===== config.mk =====
export PLATFORM = sky130hd
export DESIGN_NAME = fogx_gate
export DESIGN_NICKNAME = d
export VERILOG_FILES = /design/src/fogx_pkg.sv /design/src/fogx_link_if.sv /design/src/fogx_exit_seq.sv /design/src/fogx_gate.sv
export SDC_FILE = /design/constraint.sdc
export NUM_CORES = 1
export LEC_CHECK = 0
export ABC_CLOCK_PERIOD_IN_PS = 6600
export BUFFER_PORTS_ARGS = -buffer_cell sky130_fd_sc_hd__buf_2
export CAP_MARGIN = 5
export CELL_PAD_IN_SITES_DETAIL_PLACEMENT = 0
export CELL_PAD_IN_SITES_GLOBAL_PLACEMENT = 1
export CORE_ASPECT_RATIO = 0.8
export CORE_MARGIN = 1
export CORE_UTILIZATION = 43
export CTS_BUF_LIST = sky130_fd_sc_hd__clkbuf_2
export DETAILED_ROUTE_END_ITERATION = 10
export PLACE_DENSITY = 0.85
export SYNTH_ARGS = -nofsm -noshare
export SYNTH_HDL_FRONTEND = slang
export SYNTH_HIERARCHICAL = 1
export SYNTH_SLANG_ARGS = --single-unit

===== constraint.sdc =====
create_clock -name clk -period 6.6 [get_ports clk]
set_input_delay 0.99 -clock clk [delete_from_list [all_inputs] [get_ports clk]]
set_output_delay 0.99 -clock clk [all_outputs]
set_load 0.02 [all_outputs]

===== src/fogx_pkg.sv =====
/*
  Constants and types for the operation gate and XIP control.
  Assumes opcodes already decoded into classes.
*/
`default_nettype none

package fogx_pkg;

  // ----------------------------------------------------------------
  // Device operating states
  // ----------------------------------------------------------------
  typedef enum logic [2:0]
  {
    ST_STANDBY,     // Idle
    ST_PE,          // Program or erase running
    ST_PSUSP,       // Program or subsector erase suspended
    ST_ESUSP,       // Sector erase suspended
    ST_NEST_PE      // Program inside erase suspend
  } fogx_state_t;

  // ----------------------------------------------------------------
  // Operation classes from the command decoder
  // ----------------------------------------------------------------
  typedef enum logic [3:0]
  {
    OP_ARRAY_READ,  // Array read, fast reads included
    OP_REG_READ,    // Status and config reads
    OP_PROGRAM,     // Array program, one-time area excluded
    OP_ERASE,       // Sector or subsector erase
    OP_STBY_WRITE,  // Register writes allowed in standby only
    OP_OTP_PROG,    // One-time-programmable area program
    OP_CHIP_ERASE,  // Whole array erase
    OP_LIGHT_WRITE, // Volatile config, enables, flag clear
    OP_SUSPEND,     // Program or erase suspend
    OP_RESUME       // Program or erase resume
  } fogx_op_t;

  // ----------------------------------------------------------------
  // XIP read selection
  // ----------------------------------------------------------------
  typedef enum logic [1:0]
  {
    RT_NONE,        // XIP not configured
    RT_FAST,        // Fast read
    RT_OCT_OUT,     // octal_output_fast_read
    RT_OCT_IO       // octal_io_fast_read
  } fogx_rtype_t;

  // ----------------------------------------------------------------
  // Configuration byte values
  // ----------------------------------------------------------------
  localparam logic [7:0] XIP_FAST      = 8'hF8; // Fast read XIP
  localparam logic [7:0] XIP_OCT_OUT   = 8'hFD; // Octal output XIP
  localparam logic [7:0] XIP_OCT_IO    = 8'hFE; // Octal in/out XIP
  localparam logic [7:0] XIP_OFF       = 8'hFF; // XIP disabled
  localparam int         CONF_LINE     = 0;     // Confirm bit line

  // ----------------------------------------------------------------
  // Recovery burst lengths, in serial clocks
  // ----------------------------------------------------------------
  localparam int         EXIT_STEPS = 5;
  localparam logic [5:0] BURST_0    = 6'h03;
  localparam logic [5:0] BURST_1    = 6'h04;
  localparam logic [5:0] BURST_2    = 6'h05;
  localparam logic [5:0] BURST_3    = 6'h19;
  localparam logic [5:0] BURST_4    = 6'h21;

endpackage : fogx_pkg

`default_nettype wire

===== src/fogx_link_if.sv =====
/*
  Carrier between the gate and the XIP recovery detector.
  Assumes both ends sit in the same clock domain.
*/
`timescale 1ns/1ps
`default_nettype none

interface fogx_link_if;
  logic sckPin;     // Sampled serial clock
  logic csN;        // Sampled chip select, active low
  logic dataZero;   // Sampled data_line_zero
  logic exitPulse;  // One-cycle XIP exit request

  // Detector end
  modport det
  (
    input  sckPin,
    input  csN,
    input  dataZero,
    output exitPulse
  );

  // Gate end
  modport gate
  (
    output sckPin,
    output csN,
    output dataZero,
    input  exitPulse
  );
endinterface : fogx_link_if

`default_nettype wire


===== src/fogx_exit_seq.sv =====
/*
  XIP recovery burst detector.
  Assumes synchronous pins and a serial clock slow
  enough that each level lasts a clock.
*/
`timescale 1ns/1ps
`default_nettype none

module fogx_exit_seq
(
  // Clock and reset
  input  wire logic clk,
  input  wire logic rst_n,
  // Link to the gate
  fogx_link_if.det  lnk
);

  // ----------------------------------------------------------------
  // State
  // ----------------------------------------------------------------
  logic [5:0] cnt_reg,  cnt_next;   // Clocks in this burst
  logic       high_reg, high_next;  // Line zero high so far
  logic [2:0] step_reg, step_next;  // Bursts matched
  logic       sck_reg,  cs_reg;     // Previous pin levels
  logic       exit_reg, exit_next;  // Exit pulse

  // Expected clocks for a step
  function automatic logic [5:0] burstLen(input logic [2:0] s);
    case (s)
      3'h0:    burstLen = fogx_pkg::BURST_0;
      3'h1:    burstLen = fogx_pkg::BURST_1;
      3'h2:    burstLen = fogx_pkg::BURST_2;
      3'h3:    burstLen = fogx_pkg::BURST_3;
      default: burstLen = fogx_pkg::BURST_4;
    endcase
  endfunction : burstLen

  // ----------------------------------------------------------------
  // Next state
  // ----------------------------------------------------------------
  always_comb
  begin
    cnt_next  = cnt_reg;
    high_next = high_reg;
    step_next = step_reg;
    exit_next = 1'b0;
    // Burst opens: restart count
    if (cs_reg && !lnk.csN)
    begin
      cnt_next  = 6'h00;
      high_next = 1'b1;
    end
    // Rising serial clock in burst
    else if (!lnk.csN && lnk.sckPin && !sck_reg)
    begin
      if (cnt_reg != 6'h3F)
        cnt_next = cnt_reg + 6'h01;
      if (!lnk.dataZero)
        high_next = 1'b0;
    end
    // Burst closes: compare
    else if (!cs_reg && lnk.csN)
    begin
      if (high_reg && cnt_reg == burstLen(step_reg))
      begin
        if (step_reg == 3'(fogx_pkg::EXIT_STEPS - 1))
        begin
          step_next = 3'h0;
          exit_next = 1'b1;
        end
        else
          step_next = step_reg + 3'h1;
      end
      // Wrong burst may restart pattern
      else if (high_reg && cnt_reg == fogx_pkg::BURST_0)
        step_next = 3'h1;
      else
        step_next = 3'h0;
    end
  end

  // ----------------------------------------------------------------
  // Registers
  // ----------------------------------------------------------------
  always_ff @(posedge clk)
  begin
    if (!rst_n)
    begin
      cnt_reg  <= 6'h00;
      high_reg <= 1'b0;
      step_reg <= 3'h0;
      sck_reg  <= 1'b0;
      cs_reg   <= 1'b1;
      exit_reg <= 1'b0;
    end
    else
    begin
      cnt_reg  <= cnt_next;
      high_reg <= high_next;
      step_reg <= step_next;
      sck_reg  <= lnk.sckPin;
      cs_reg   <= lnk.csN;
      exit_reg <= exit_next;
    end
  end

  assign lnk.exitPulse = exit_reg;

endmodule : fogx_exit_seq

`default_nettype wire


===== src/fogx_gate.sv =====
/*
  Operation admission and XIP control for a flash.
  Assumes a decoder giving one class per
  command, an engine reporting completion and a
  flag on the first dummy cycle of a fast read.
*/
`timescale 1ns/1ps
`default_nettype none

module fogx_gate
#(
  parameter int SECT_W = 8,   // Sector index width
  parameter int BANK_W = 2    // Bank index width
)
(
  // Clock and reset
  input  wire logic              clk,
  input  wire logic              rst_n,
  // Decoded command
  input  wire logic              cmdValid,
  input  wire fogx_pkg::fogx_op_t cmdOp,
  input  wire logic [SECT_W-1:0] cmdSector,
  input  wire logic [BANK_W-1:0] cmdBank,
  input  wire logic              cmdSubsector,
  input  wire logic              cmdXipByte,
  input  wire logic [7:0]        cmdData,
  // Array engine
  input  wire logic              opDone,
  // Options and configuration
  input  wire logic              rwwOption,
  input  wire logic              extendedSpi,
  input  wire logic [7:0]        nvXipByte,
  // Fast read first dummy cycle
  input  wire logic              dummyFirst,
  input  wire logic [7:0]        dummyLines,
  // Pins
  input  wire logic              hwResetN,
  input  wire logic              sckPin,
  input  wire logic              csN,
  input  wire logic              dataLineZero,
  // Command answer
  output logic                   cmdAccept,
  output logic                   cmdReject,
  output logic                   dataUnsure,
  output logic                   peStart,
  // Device status
  output fogx_pkg::fogx_state_t  devState,
  output logic                   xipActive,
  output logic                   addrOnly,
  output logic [7:0]             xipCfg,
  output fogx_pkg::fogx_rtype_t  readType
);

  // ----------------------------------------------------------------
  // Recovery detector
  // ----------------------------------------------------------------
  fogx_link_if lnk ();

  assign lnk.sckPin   = sckPin;
  assign lnk.csN      = csN;
  assign lnk.dataZero = dataLineZero;

  fogx_exit_seq u_exit
  (
    .clk   (clk),
    .rst_n (rst_n),
    .lnk   (lnk)
  );

  // ----------------------------------------------------------------
  // Helper functions
  // ----------------------------------------------------------------
  // Valid XIP byte test
  function automatic logic xipValid(input logic [7:0] b);
    xipValid = (b == fogx_pkg::XIP_FAST) ||
               (b == fogx_pkg::XIP_OCT_OUT) ||
               (b == fogx_pkg::XIP_OCT_IO);
  endfunction : xipValid

  // Read type for a config byte
  function automatic fogx_pkg::fogx_rtype_t rtOf(input logic [7:0] b);
    if (b == fogx_pkg::XIP_FAST)
      rtOf = fogx_pkg::RT_FAST;
    else if (b == fogx_pkg::XIP_OCT_OUT)
      rtOf = fogx_pkg::RT_OCT_OUT;
    else if (b == fogx_pkg::XIP_OCT_IO)
      rtOf = fogx_pkg::RT_OCT_IO;
    else
      rtOf = fogx_pkg::RT_NONE;
  endfunction : rtOf

  // ----------------------------------------------------------------
  // State
  // ----------------------------------------------------------------
  fogx_pkg::fogx_state_t state_reg, state_next; // Operating state
  logic [SECT_W-1:0] susSect_reg, susSect_next; // Suspended sector
  logic [BANK_W-1:0] busyBank_reg, busyBank_next; // Bank in work
  logic              runErase_reg, runErase_next; // Sector erase run
  logic              accept_reg, accept_next;   // Accept pulse
  logic              reject_reg, reject_next;   // Reject pulse
  logic              unsure_reg, unsure_next;   // Unsure data pulse
  logic              start_reg, start_next;     // Engine start pulse
  logic              xip_reg, xip_next;         // XIP active
  logic [7:0]        cfg_reg, cfg_next;         // Volatile XIP byte
  fogx_pkg::fogx_rtype_t rt_reg, rt_next;       // Read selection
  logic              boot_reg, boot_next;       // Reload pending
  logic              rstPin_reg;                // Previous reset pin
  logic              ok;                        // Admission verdict
  logic              sectHit;                   // Suspended sector
  logic              rstPulse;                  // Reset pin rise

  // Pulse ends on the rising edge of the pin
  assign rstPulse = hwResetN && !rstPin_reg && extendedSpi;
  assign sectHit  = (cmdSector == susSect_reg);

  // ----------------------------------------------------------------
  // Admission table
  // ----------------------------------------------------------------
  // one state selects one column
  always_comb
  begin
    ok = 1'b0;
    case (state_reg)
      fogx_pkg::ST_STANDBY:
      begin
        // Everything except suspend and resume
        ok = (cmdOp != fogx_pkg::OP_SUSPEND) &&
             (cmdOp != fogx_pkg::OP_RESUME);
      end
      fogx_pkg::ST_PE,
      fogx_pkg::ST_NEST_PE:
      begin
        if (cmdOp == fogx_pkg::OP_REG_READ)
          ok = 1'b1;
        else if (cmdOp == fogx_pkg::OP_ARRAY_READ)
          ok = rwwOption && (cmdBank != busyBank_reg);
        else if (cmdOp == fogx_pkg::OP_SUSPEND)
          ok = (state_reg == fogx_pkg::ST_PE);
      end
      fogx_pkg::ST_PSUSP:
      begin
        ok = (cmdOp == fogx_pkg::OP_ARRAY_READ) ||
             (cmdOp == fogx_pkg::OP_REG_READ) ||
             (cmdOp == fogx_pkg::OP_LIGHT_WRITE) ||
             (cmdOp == fogx_pkg::OP_RESUME);
      end
      fogx_pkg::ST_ESUSP:
      begin
        if (cmdOp == fogx_pkg::OP_PROGRAM)
          ok = !sectHit;
        else
          ok = (cmdOp == fogx_pkg::OP_ARRAY_READ) ||
               (cmdOp == fogx_pkg::OP_REG_READ) ||
               (cmdOp == fogx_pkg::OP_LIGHT_WRITE) ||
               (cmdOp == fogx_pkg::OP_RESUME);
      end
      default:
        ok = 1'b0;
    endcase
  end

  // ----------------------------------------------------------------
  // Operating state and answers
  // ----------------------------------------------------------------
  // recovery never touches this
  always_comb
  begin
    state_next    = state_reg;
    susSect_next  = susSect_reg;
    busyBank_next = busyBank_reg;
    runErase_next = runErase_reg;
    accept_next   = 1'b0;
    reject_next   = 1'b0;
    unsure_next   = 1'b0;
    start_next    = 1'b0;
    // Completion from the engine
    if (opDone)
    begin
      if (state_reg == fogx_pkg::ST_PE)
        state_next = fogx_pkg::ST_STANDBY;
      else if (state_reg == fogx_pkg::ST_NEST_PE)
        state_next = fogx_pkg::ST_ESUSP;
    end
    if (cmdValid && !ok)
      reject_next = 1'b1;
    else if (cmdValid)
    begin
      accept_next = 1'b1;
      case (cmdOp)
        fogx_pkg::OP_ERASE:
        begin
          state_next    = fogx_pkg::ST_PE;
          susSect_next  = cmdSector;
          busyBank_next = cmdBank;
          runErase_next = !cmdSubsector;
          start_next    = 1'b1;
        end
        fogx_pkg::OP_OTP_PROG,
        fogx_pkg::OP_CHIP_ERASE:
        begin
          state_next    = fogx_pkg::ST_PE;
          busyBank_next = cmdBank;
          runErase_next = 1'b0;
          start_next    = 1'b1;
        end
        // Program may nest in erase suspend
        fogx_pkg::OP_PROGRAM:
        begin
          start_next    = 1'b1;
          busyBank_next = cmdBank;
          if (state_reg == fogx_pkg::ST_ESUSP)
            state_next = fogx_pkg::ST_NEST_PE;
          else
          begin
            state_next    = fogx_pkg::ST_PE;
            runErase_next = 1'b0;
          end
        end
        // Subsector erase suspends like a program
        fogx_pkg::OP_SUSPEND:
          state_next = runErase_reg ? fogx_pkg::ST_ESUSP
                                    : fogx_pkg::ST_PSUSP;
        fogx_pkg::OP_RESUME:
          state_next = fogx_pkg::ST_PE;
        fogx_pkg::OP_ARRAY_READ:
          unsure_next = sectHit && runErase_reg == 1'b0 ?
                        (state_reg == fogx_pkg::ST_PSUSP &&
                         cmdSubsector) :
                        sectHit &&
                        (state_reg == fogx_pkg::ST_ESUSP);
        default:
          start_next = 1'b0;
      endcase
    end
  end

  // ----------------------------------------------------------------
  // XIP control
  // ----------------------------------------------------------------
  // Reset pin and boot reload outrank every other source
  always_comb
  begin
    xip_next  = xip_reg;
    cfg_next  = cfg_reg;
    boot_next = 1'b0;
    // reset pin pulse reloads the boot setting, in extended SPI only
    if (boot_reg || rstPulse)
    begin
      cfg_next = nvXipByte;
      xip_next = xipValid(nvXipByte);
    end
    else if (lnk.exitPulse)
    begin
      xip_next = 1'b0;
      cfg_next = fogx_pkg::XIP_OFF;
    end
    // confirm bit on line zero only
    else if (dummyFirst && xipValid(cfg_reg))
    begin
      // confirm low enters or keeps XIP
      if (!dummyLines[fogx_pkg::CONF_LINE])
        xip_next = 1'b1;
      // confirm high leaves, byte to FFh
      else
      begin
        xip_next = 1'b0;
        cfg_next = fogx_pkg::XIP_OFF;
      end
    end
    // accepted volatile write of the XIP byte
    else if (cmdValid && ok && cmdXipByte &&
             cmdOp == fogx_pkg::OP_LIGHT_WRITE)
      cfg_next = cmdData;
    rt_next = rtOf(cfg_next);
  end

  // ----------------------------------------------------------------
  // Registers
  // ----------------------------------------------------------------
  always_ff @(posedge clk)
  begin
    if (!rst_n)
    begin
      state_reg    <= fogx_pkg::ST_STANDBY;
      susSect_reg  <= '0;
      busyBank_reg <= '0;
      runErase_reg <= 1'b0;
      accept_reg   <= 1'b0;
      reject_reg   <= 1'b0;
      unsure_reg   <= 1'b0;
      start_reg    <= 1'b0;
      xip_reg      <= 1'b0;
      cfg_reg      <= fogx_pkg::XIP_OFF;
      rt_reg       <= fogx_pkg::RT_NONE;
      boot_reg     <= 1'b1;   // Reload setting after release
      rstPin_reg   <= 1'b1;
    end
    else
    begin
      state_reg    <= state_next;
      susSect_reg  <= susSect_next;
      busyBank_reg <= busyBank_next;
      runErase_reg <= runErase_next;
      accept_reg   <= accept_next;
      reject_reg   <= reject_next;
      unsure_reg   <= unsure_next;
      start_reg    <= start_next;
      xip_reg      <= xip_next;
      cfg_reg      <= cfg_next;
      rt_reg       <= rt_next;
      boot_reg     <= boot_next;
      rstPin_reg   <= hwResetN;
    end
  end

  // ----------------------------------------------------------------
  // Outputs, all from flip-flops
  // ----------------------------------------------------------------
  assign cmdAccept  = accept_reg;
  assign cmdReject  = reject_reg;
  assign dataUnsure = unsure_reg;
  assign peStart    = start_reg;
  assign devState   = state_reg;
  assign xipActive  = xip_reg;
  // frames in XIP carry no command code
  assign addrOnly   = xip_reg;
  assign xipCfg     = cfg_reg;
  assign readType   = rt_reg;

endmodule : fogx_gate

`default_nettype wire


==> results.toml <==
[synth]
synth_top_area_cell = "dfxtp_1"
synth-main-ff-cell = "dfxtp_1"
ys_seq_area_share_pct = 33.3
synth_edf_count = 0
synth.distinct_cells = 65
ys_warn_count = 6
synth_area_leaders = "dfxtp_1 (33%), nor2_1 (5.7%), mux2i_1 (4.9%)"
yosysTopAreaCellShare_pct = 33.3
syn-instance-count = 305
synthesis.nets = 362
syn_area_per_cell_um2 = 8.68
postSynth.asyncResetShare_pct = 0
ys_seq_elements = 44
synth.cell_area_um2 = 2650

[timing]
finalSetupTns_ns = 0
rsz0062_at_grt = "no"
min_period_ns = 3.25
worst_pin_slew_ns = 0.958
min_period_over_period_pct = 49.2
maxSlewViolCount = 0
setup_viol = 0
skew_ns = 0.0306
finalHoldViolCount = 0
maxSlewHeadroom_pct = 35.9
clock.fmax_mhz = 308

[worst_setup_path]
r2r_slack_ns = 3.73
cp-end-kind = "flip-flop"
crit_slowest_cell = "a31oi_1"
critical-path-top-delay-family = "compound AO/OA/AOI/OAI gates"
r2r_end = "readType[0]"
worst_r2r_path_depth = 7
crit_chain = "buf_2 -> a31oi_1 -> nand2b_1 -> or2_2 -> o32ai_1 -> a211oi_1 -> nor4b_1"
worst_r2r_startpoint = "rstPin_reg"
crit_type = "primary input to flip-flop"
path_buf_inv = 1
start_kind = "primary input"
worstPathArrival_ns = 3.59
cp.required_ns = 6.94
max_stage_delay_ns = 0.76
worstSetupEndpoint = "readType[0]"
path_depth = 7
path_max_fanout = 13
startpoint = "hwResetN"

[detailed_routing]
ant_nets = 0
via_per_inst = 5.46
route.detailed.drc = 0
wire_per_inst_um = 13.7
vias = 2403
dr.pass1.iters = 4
first_iter_violations = 112
wirelength_um = 6040

[pwr]
vdd_drop_max_mv = 0.0783
p_total_mw = 0.493
cellPowerDensity_nw_per_um2 = 164
leakagePower_nw = 1.26

[finish]
syn2layout_area_growth_pct = 13.9
post-route-util_pct = 51.0
post-route-cell-area_um2 = 3020
drive_gt1_share_pct = 25.6
nets = 416
stdcell_count = 440
diodes = 0

[grt]
grt_max_degree = 27
grt_overflow = 0
grt.total_usage_pct = 19.0
grt_pass1_wl_um = 10000
grt_antenna_before_repair = 0
first_global_vias = 2176

[die]
rows = 25
fp.dieArea_um2 = 6480
fp.coreArea_um2 = 5910
start_util_pct = 44.8
dieWidth_um = 89.8
ioPinCount = 70
die_y_um = 72.2

[placed_design]
place_congestion = 0.845
placed_cells_incl_taps = 433
numPortBuffers = 62
place_area_um2 = 2980
place_hpwl_um = 4470

[cts]
cts_buffers = 5
clockBufferDepth = 2
cts_root_buf = "clkbuf_2"
clk_latency_ns = 0.42
post_cts_buffers = 0
postCtsResizedCells = 0
cts_tree = "built"
cts.clk_slew.worst_paths_ns = 0.22
cts_num_sinks = 44
cts_htree_levels = 2
cts_hold_buf = 0

[hold_path]
holdPathStages = 2
min_path_type = "flip-flop to flip-flop"

[outcome]
status = "finished, final reports clean"

[run]
drv_cap = 0
==> cell usage after synthesis (all sizes together), types with 3 or more instances <==
library cell	count
a211oi	9
ha	6
dfxtp	44
o221ai	4
nand2b	12
nor2	40
or2	3
nand3b	4
and3	3
or4b	3
a2111oi	4
nand4	8
nor4	4
clkbuf	8
mux2i	13
a21boi	3
buf	7
o211ai	5
xnor2	14
nor2b	3
nand3	7
o21ai	12
nand2	20
inv	10
a31oi	3
a21oi	11
xor2	7
nor3	7
==> per-layer routing <==
metal	vias to the layer above	GRT usage, %	wire (um)
met3	5	3.98	327
met1	1111	26.4	3080
li1	1222	-	-
met2	65	30.3	2590
met5	-	0	0
met4	0	4.92	40
==> through the flow <==
step	setup slack (ns)	hold WS, ns
6_report	3.35	0.534
5_1_grt	3.18	0.568
4_1_cts	3.39	0.537
3_5_place_dp	2.93	0.501
3_3_place_gp	2.99	0.496
2_1_floorplan	3.57	0.471
==> where the power goes <==
group / leakage [nW] / internal, mW / switching (mW)
clock: 0.0288 / 0.0252 / 0.0868
sequential: 0.359 / 0.275 / 0.00715
combinational: 0.871 / 0.0409 / 0.0584
==> layout make-up <==
class,instances,area (um2)
inverter,10,37.5
clock buffer,6,30.0
multi-input combinational,236,1650
sequential,44,881
timing repair buffer,62,310
tap,81,101
fill,588,2900
clock inverter,1,5.00
==> cells by family (layout without fill, tap and decap cells) <==
kind of cell    count (synthesis)  in the layout  synth area share [%]
compound gates                 71             71                  21.9
xor+xnor                       21             21                  6.94
simple gates                  125            125                  25.7
buf+inv                        25             79                  4.39
fa+ha+maj                       6              6                  2.83
flops                          44             44                  33.3
mux                            13             13                  4.91
==> layout by cell type, fill, tap and decap left out, types with 8 or more instances in the layout <==
master,count
nand2b_1,12
a21oi_1,8
nor2_1,40
o21ai_0,12
buf_2,62
mux2i_1,13
nand2_1,19
xnor2_1,14
dfxtp_1,44
inv_1,10
==> tightest hold or removal path, cell delays in order, from the launching register on <==
cell      delay (ns)
dfxtp_1         0.38
o21ai_0         0.07
a21boi_0        0.08
==> worst min-delay path by stage <==
stage / startpoint / endpoint / slack [ns]
floorplan: u_exit/high_reg / u_exit/high_reg / 0.47
global placement: u_exit/high_reg / u_exit/high_reg / 0.50
detailed placement: u_exit/cs_reg / u_exit/high_reg / 0.50
CTS: u_exit/high_reg / u_exit/high_reg / 0.54
global route: susSect_reg[3] / susSect_reg[3] / 0.57
finish: u_exit/high_reg / u_exit/high_reg / 0.53
Power figures use the tool's default switching activity.
